**src/itr_defs.vh**
```
// constants shared by the input telemetry register block
`ifndef ITR_DEFS_VH
`define ITR_DEFS_VH

// ****************************************
// register offsets on the serial bus
// ****************************************
`define ITR_ADDR_VIN 8'h12
`define ITR_ADDR_CUR 8'h13
`define ITR_ADDR_PWR 8'h14

// ****************************************
// widths and field layout
// ****************************************
`define ITR_ADDR_W 8
`define ITR_SENSE_W 12
`define ITR_PWM_W 8
`define ITR_VAL_W 16
`define ITR_CUR_LSB 4
`define ITR_CUR_PAD 4'h0
`define ITR_DIV_CNT_W 5
`define ITR_PWR_SHIFT 12

// ****************************************
// reset and default values
// ****************************************
`define ITR_VAL_RESET 16'h0000
`define ITR_VAL_SAT 16'hffff
`define ITR_BYTE_UNMAPPED 8'h00

`endif

```
**src/itr_divider.v**
```verilog
// iterative restoring divider, one quotient bit per clock
`include "itr_defs.vh"

module itr_divider #(
   parameter DVD_W = 20,
   parameter DVS_W = 8,
   parameter CNT_W = `ITR_DIV_CNT_W
)(
   input wire core_clk,
   input wire resetn,
   input wire start,
   input wire [DVD_W-1:0] dividend,
   input wire [DVS_W-1:0] divisor,
   output reg done_reg,
   output reg [DVD_W-1:0] quot_reg
);

   // step count cut to the counter width on purpose
   localparam integer LAST_INT = DVD_W - 1;
   localparam [CNT_W-1:0] LAST_STEP = LAST_INT[CNT_W-1:0];

   reg [DVS_W:0] rem_reg;
   reg [DVS_W-1:0] dvs_reg;
   reg [CNT_W-1:0] cnt_reg;
   reg busy_reg;
   wire [DVS_W:0] trial;
   wire take;

   // shift the next dividend bit into the partial remainder
   assign trial = {rem_reg[DVS_W-1:0], quot_reg[DVD_W-1]};
   assign take = (trial >= {1'b0, dvs_reg});

   // ****************************************
   // divide sequence
   // ****************************************
   always @(posedge core_clk or negedge resetn)
   begin
      if (!resetn)
      begin
         rem_reg <= {(DVS_W+1){1'b0}};
         dvs_reg <= {DVS_W{1'b0}};
         cnt_reg <= {CNT_W{1'b0}};
         busy_reg <= 1'b0;
         done_reg <= 1'b0;
         quot_reg <= {DVD_W{1'b0}};
      end
      else
      begin
         done_reg <= 1'b0;
         if (start && !busy_reg)
         begin
            rem_reg <= {(DVS_W+1){1'b0}};
            dvs_reg <= divisor;
            quot_reg <= dividend;
            cnt_reg <= {CNT_W{1'b0}};
            busy_reg <= 1'b1;
         end
         else if (busy_reg)
         begin
            rem_reg <= take ? (trial - {1'b0, dvs_reg}) : trial;
            quot_reg <= {quot_reg[DVD_W-2:0], take};
            cnt_reg <= cnt_reg + 1'b1;
            if (cnt_reg == LAST_STEP)
            begin
               busy_reg <= 1'b0;
               done_reg <= 1'b1;
            end
         end
      end
   end

endmodule // itr_divider

```
**src/itr_telemetry.v**
```verilog
// input voltage, current and power telemetry registers with byte reads
`include "itr_defs.vh"

module itr_telemetry #(
   parameter SENSE_W = `ITR_SENSE_W,
   parameter PWM_W = `ITR_PWM_W
)(
   input wire core_clk,
   input wire resetn,
   input wire sample_valid,
   input wire [SENSE_W-1:0] local_output_sense,
   input wire [SENSE_W-1:0] primary_current_sense,
   input wire [PWM_W-1:0] pwm_modulation,
   input wire xfer_start,
   input wire rd_strobe,
   input wire [`ITR_ADDR_W-1:0] rd_addr,
   output reg [7:0] rd_data_reg,
   output reg rd_valid_reg,
   output reg busy_reg,
   output reg [`ITR_VAL_W-1:0] input_voltage_value_reg,
   output reg [`ITR_VAL_W-1:0] input_current_value_reg,
   output reg [`ITR_VAL_W-1:0] input_power_value_reg
);

   localparam DVD_W = SENSE_W + PWM_W;
   localparam PROD_W = `ITR_VAL_W + SENSE_W;

   // one-hot sequencer states
   localparam [2:0] ST_IDLE = 3'b001;
   localparam [2:0] ST_DIV = 3'b010;
   localparam [2:0] ST_MUL = 3'b100;

   reg [2:0] state_reg;
   reg [2:0] state_next;
   reg [SENSE_W-1:0] cur_cap_reg;
   reg zero_pwm_reg;
   reg [`ITR_VAL_W-1:0] vin_tmp_reg;
   reg second_reg;
   reg [`ITR_ADDR_W-1:0] held_addr_reg;
   reg [7:0] low_shadow_reg;
   reg [`ITR_VAL_W-1:0] rd_word;
   reg [`ITR_VAL_W-1:0] vin_sat;
   wire div_done;
   wire [DVD_W-1:0] quotient;
   wire [PROD_W-1:0] product;
   wire [`ITR_VAL_W:0] hit_word;
   wire start_div;
   wire addr_hit;
   wire is_second;

   // ****************************************
   // register word decode
   // ****************************************
   function [`ITR_VAL_W:0] word_of;
      input [`ITR_ADDR_W-1:0] a;
      input [`ITR_VAL_W-1:0] v;
      input [`ITR_VAL_W-1:0] c;
      input [`ITR_VAL_W-1:0] p;
      begin
         if (a == `ITR_ADDR_VIN)
            word_of = {1'b1, v};
         else if (a == `ITR_ADDR_CUR)
            word_of = {1'b1, c};
         else if (a == `ITR_ADDR_PWR)
            word_of = {1'b1, p};
         else
            word_of = {1'b0, `ITR_VAL_RESET};
      end
   endfunction

   // ****************************************
   // voltage derivation
   // ****************************************
   // a new sample is accepted only while the sequencer is idle
   assign start_div = sample_valid && (state_reg == ST_IDLE);

   // dividend is the sense code scaled by the full-scale pwm fraction
   itr_divider #(
      .DVD_W(DVD_W),
      .DVS_W(PWM_W),
      .CNT_W(`ITR_DIV_CNT_W)
   ) i_itr_divider (
      .core_clk(core_clk),
      .resetn(resetn),
      .start(start_div),
      .dividend({local_output_sense, {PWM_W{1'b0}}}),
      .divisor(pwm_modulation),
      .done_reg(div_done),
      .quot_reg(quotient)
   );

   // saturate quotient to 16 bits, zero modulation reads full scale
   always @*
   begin
      vin_sat = quotient[`ITR_VAL_W-1:0];
      if (zero_pwm_reg || (|quotient[DVD_W-1:`ITR_VAL_W]))
         vin_sat = `ITR_VAL_SAT;
   end

   // power product before scaling into 16 bits
   assign product = vin_tmp_reg * cur_cap_reg;

   // sequencer next state
   always @*
   begin
      state_next = state_reg;
      case (state_reg)
         ST_IDLE:
            if (start_div)
               state_next = ST_DIV;
         ST_DIV:
            if (div_done)
               state_next = ST_MUL;
         ST_MUL:
            state_next = ST_IDLE;
         default:
            state_next = ST_IDLE;
      endcase
   end

   // ****************************************
   // sample pipeline and value registers
   // ****************************************
   always @(posedge core_clk or negedge resetn)
   begin
      if (!resetn)
      begin
         state_reg <= ST_IDLE;
         cur_cap_reg <= {SENSE_W{1'b0}};
         zero_pwm_reg <= 1'b0;
         vin_tmp_reg <= `ITR_VAL_RESET;
         busy_reg <= 1'b0;
         input_voltage_value_reg <= `ITR_VAL_RESET;
         input_current_value_reg <= `ITR_VAL_RESET;
         input_power_value_reg <= `ITR_VAL_RESET;
      end
      else
      begin
         state_reg <= state_next;
         busy_reg <= (state_next != ST_IDLE);
         if (start_div)
         begin
            // raw code, zero volts gives zero counts
            cur_cap_reg <= primary_current_sense;
            zero_pwm_reg <= (pwm_modulation == {PWM_W{1'b0}});
         end
         if (state_reg == ST_DIV && div_done)
            vin_tmp_reg <= vin_sat;
         if (state_reg == ST_MUL)
         begin
            // all three words change together on one edge
            input_voltage_value_reg <= vin_tmp_reg;
            input_current_value_reg <= {cur_cap_reg, `ITR_CUR_PAD};
            input_power_value_reg <=
               product[`ITR_PWR_SHIFT+`ITR_VAL_W-1:`ITR_PWR_SHIFT];
         end
      end
   end

   // ****************************************
   // byte read port
   // ****************************************
   // a read is the second half when it repeats the held address while a first half is pending
   assign is_second = second_reg && (rd_addr == held_addr_reg);

   // decode once: top bit flags a mapped address, the rest is the word
   assign hit_word = word_of(rd_addr, input_voltage_value_reg,
      input_current_value_reg, input_power_value_reg);
   assign addr_hit = hit_word[`ITR_VAL_W];

   // word of the addressed register, zero when unmapped
   always @*
   begin
      rd_word = hit_word[`ITR_VAL_W-1:0];
   end

   always @(posedge core_clk or negedge resetn)
   begin
      if (!resetn)
      begin
         rd_data_reg <= `ITR_BYTE_UNMAPPED;
         rd_valid_reg <= 1'b0;
         second_reg <= 1'b0;
         held_addr_reg <= {`ITR_ADDR_W{1'b0}};
         low_shadow_reg <= `ITR_BYTE_UNMAPPED;
      end
      else
      begin
         rd_valid_reg <= rd_strobe;
         if (rd_strobe)
         begin
            if (!addr_hit)
            begin
               rd_data_reg <= `ITR_BYTE_UNMAPPED;
               second_reg <= 1'b0;
            end
            else if (is_second)
            begin
               // lower byte from the snapshot taken at the first read
               rd_data_reg <= low_shadow_reg;
               second_reg <= 1'b0;
            end
            else
            begin
               rd_data_reg <= rd_word[15:8];
               low_shadow_reg <= rd_word[7:0];
               held_addr_reg <= rd_addr;
               second_reg <= 1'b1;
            end
         end
         else if (xfer_start)
            second_reg <= 1'b0;
      end
   end

endmodule // itr_telemetry

```
**config.mk**
```make
export PLATFORM = sky130hd
export DESIGN_NAME = itr_telemetry
export DESIGN_NICKNAME = d
export VERILOG_FILES = /design/src/itr_divider.v /design/src/itr_telemetry.v
export VERILOG_INCLUDE_DIRS = /design/src
export SDC_FILE = /design/constraint.sdc
export NUM_CORES = 1
export LEC_CHECK = 0
export ABC_CLOCK_PERIOD_IN_PS = 5500
export BUFFER_PORTS_ARGS = -buffer_cell sky130_fd_sc_hd__buf_2
export CAP_MARGIN = 20
export CELL_PAD_IN_SITES_DETAIL_PLACEMENT = 0
export CELL_PAD_IN_SITES_GLOBAL_PLACEMENT = 1
export CORE_ASPECT_RATIO = 1.75
export CORE_UTILIZATION = 25
export CTS_CLUSTER_SIZE = 8
export DETAILED_ROUTE_END_ITERATION = 16
export GPL_TIMING_DRIVEN = 0
export PLACE_DENSITY_LB_ADDON = 0.2
export SETUP_SLACK_MARGIN = 0.3
export SLEW_MARGIN = 30
export SYNTH_ARGS = -nofsm -noshare
export SYNTH_HDL_FRONTEND = slang
export SYNTH_HIERARCHICAL = 1
export SYNTH_SLANG_ARGS = --single-unit
```
**constraint.sdc**
```tcl
create_clock -name core_clk -period 5.5 [get_ports core_clk]
set_input_delay 1.1 -clock core_clk [delete_from_list [all_inputs] [get_ports core_clk]]
set_output_delay 1.1 -clock core_clk [all_outputs]
set_load 0.01 [all_outputs]
```
==> summary.txt <==
Final WS setup: 0.302 ns
Clk pin slew, worst setup/hold paths: 0.08 ns
leakage power: 7.77 nW
# IOs: 103
RSZ-0062 raised after global routing: true
Rel. slew slack: 45.1%
number of global-route vias before repair: 10,795
first-pass detailed-route iteration total: 4
FF+latch count, synth: 146
clk root buf: clkbuf_16
Worst-Margin Slew: 0.823 ns
Post-Place Setup Slack: -1.01 ns
first-pass GRT wire length: 63,600 µm
Routed WL: 41,400 µm
FP Rows: 108
GPL Wtd Cong: 0.797
TritonCTS buffer count: 17
synthesis-to-layout area growth: 27.1%
status: finished, final reports clean
Total Nets Final: 1,819
# DRC: 0
Clock Latency Late Sink: 0.45 ns
Fmax: 192 MHz
most common cell after layout, fill and taps aside: nand2_1
peak supply drop: 0.000198 V
most frequent cells in the layout: nand2_1, inv_1, dfrtp_1, fa_1, buf_2
starting DRC count in detailed routing: 383
period utilization: 94.5%
Clock Skews: 0.0145 ns
input/output buffers: 97
number of max-cap violations: 0
Multi-input gate area: 0.00831 mm²
Worst setup EP type: flop
Post-Syn Area: 0.0126 mm²
GRT overflow: 0
syn avg cell area: 9.26 µm²
area of the core: 0.0497 mm²
asr flop ratio synth: 100%
DR WL/cell: 18.5 µm
Startpoint Class: flop
Worst Path Arrival: 5.59 ns
CTS sink cnt: 146
die width: 172 µm
sequential area share after synthesis: 29.0%
hold slack: 0.483 ns
Slew Limit Fails: 0
Distinct cells, synth: 69
vias: 10,003
post-synthesis cell count: 1,361
Die Height: 299 µm
Req. time, crit path: 5.89 ns
Largest register FFs: 20
Main synth FF type: dfrtp_1
Clock Path Buffers: 2
Global Route Usage Sum: 16.9%
initial antenna violation count: 3
total power: 2.39 mW
FILL cells: 5,331
Final Critical Period: 5.20 ns
DP HPWL: 33,000 µm
setup tns final: 0 ns
largest net degree at the start of global routing: 77
Via density: 4.47
CTS tree: built
Finished Layout Cells: 2,237
Initial Utilization: 25.3%
Post-synth EDFFs: 0
H-Tree Depth: 4
Die ar.: 0.0513 mm²
final hold viol count: 0
setup violators final: 0
CP max FO: 6
fraction of layout cells with a size suffix above 1: 22.5%
kind of critical path: flop to flop
Yosys Warn Count: 6
Detail Route Antenna Nets: 0
FF+latch area: 0.00367 mm²
pwr/cell area: 149 mW/mm²
dpl cells: 2,130
CTS Hold Bufs: 0
Worst Hold Class: flop to flop
-- synthesized netlist by cell type (19+ instances only) --
cell	n	share of area, %
a21oi_1	33	1.3
and2_1	79	3.9
clkbuf_1	68	2.0
dfrtp_1	145	29
fa_1	140	22
ha_1	71	7.0
inv_1	186	5.5
mux2i_1	40	3.2
nand2_1	271	8.1
nor2_1	35	1.0
o21ai_0	58	2.3
xor2_1	19	1.3
-- path summary, 6_finish.rpt --
path	from	depth (start not counted)	slack, ns	endpoint
hold / removal	second_reg$_DFFE_PN0P_	1	0.48	second_reg$_DFFE_PN0P_
max in group asynchronous	resetn	2	4.07	vin_tmp_reg[11]$_DFFE_PN0P_
setup reg to reg	cur_cap_reg[3]$_DFFE_PN0P_	20	0.30	input_power_value_reg[15]$_DFFE_PN0N_
hold reg to reg	second_reg$_DFFE_PN0P_	1	0.48	second_reg$_DFFE_PN0P_
setup / recovery	cur_cap_reg[3]$_DFFE_PN0P_	20	0.30	input_power_value_reg[15]$_DFFE_PN0N_
min in group asynchronous	resetn	1	0.61	input_voltage_value_reg[1]$_DFFE_PN0N_
-- critical path, cell delays in order (launching register included) --
cell	delay, ns
dfrtp_1	0.36
buf_8	0.14
clkbuf_16	0.16
nand2_2	0.06
fa_1	0.50
fa_1	0.51
inv_1	0.05
fa_1	0.49
fa_1	0.49
inv_1	0.05
fa_1	0.48
inv_1	0.04
ha_1	0.27
clkbuf_8	0.15
a21oi_4	0.12
o22ai_1	0.08
nor2_1	0.17
o31ai_4	0.14
a221o_1	0.33
or4_1	0.48
nand3_1	0.08
-- layout make-up --
class                      count  share of cell area (%)
clock inverter                15                    1.02
inverter                     187                    4.38
multi-input combinational    959                    51.9
antenna                        1                  0.0156
sequential                   146                    22.9
buffer                        80                    4.71
tap                          660                    5.16
timing repair buffer         172                    7.27
clock buffer                  17                    2.66
-- layer usage --
metal	vias to the layer above	GRT usage [%]	part of all wire (%)
li1	4748	-	-
met5	-	0	0.065
met1	4982	17.0	37
met2	199	33.4	57
met4	4	7.76	3.8
met3	70	1.97	2.8
-- cell families after synthesis --
kind of cell	share of synthesized area [%]
adders and majority gates	29.3
buffers and inverters	8.23
and+or+nand+nor	16.5
other	0.0298
DFF	29.0
xor gates and xnor gates	2.02
AOI/OAI and AO/OA	10.4
muxes	4.61
-- where the power goes --
part / switching (mW) / internal [mW] / total (mW)
Clock: 0.570 / 0.645 / 1.21
Sequential: 0.0135 / 1.09 / 1.10
Combinational: 0.0465 / 0.0306 / 0.0771
Total: 0.630 / 1.76 / 2.39
-- timing repair --
action                                  CTS  global route
resized for setup                       142            60
endpoints found under the hold margin     0             0
endpoints found under the setup margin   16            11
cloned                                    1             0
pin swaps                                20            33
setup buffers                            55            18
-- stage by stage --
step,cell area (µm²),utilization [%]
final,16000,32.2
after global routing,16000,32.2
after CTS,15600,31.4
after detailed placement,14000,28.2
after global placement,14000,28.1
after floorplan,12700,-
Power figures use the tool's default switching activity.
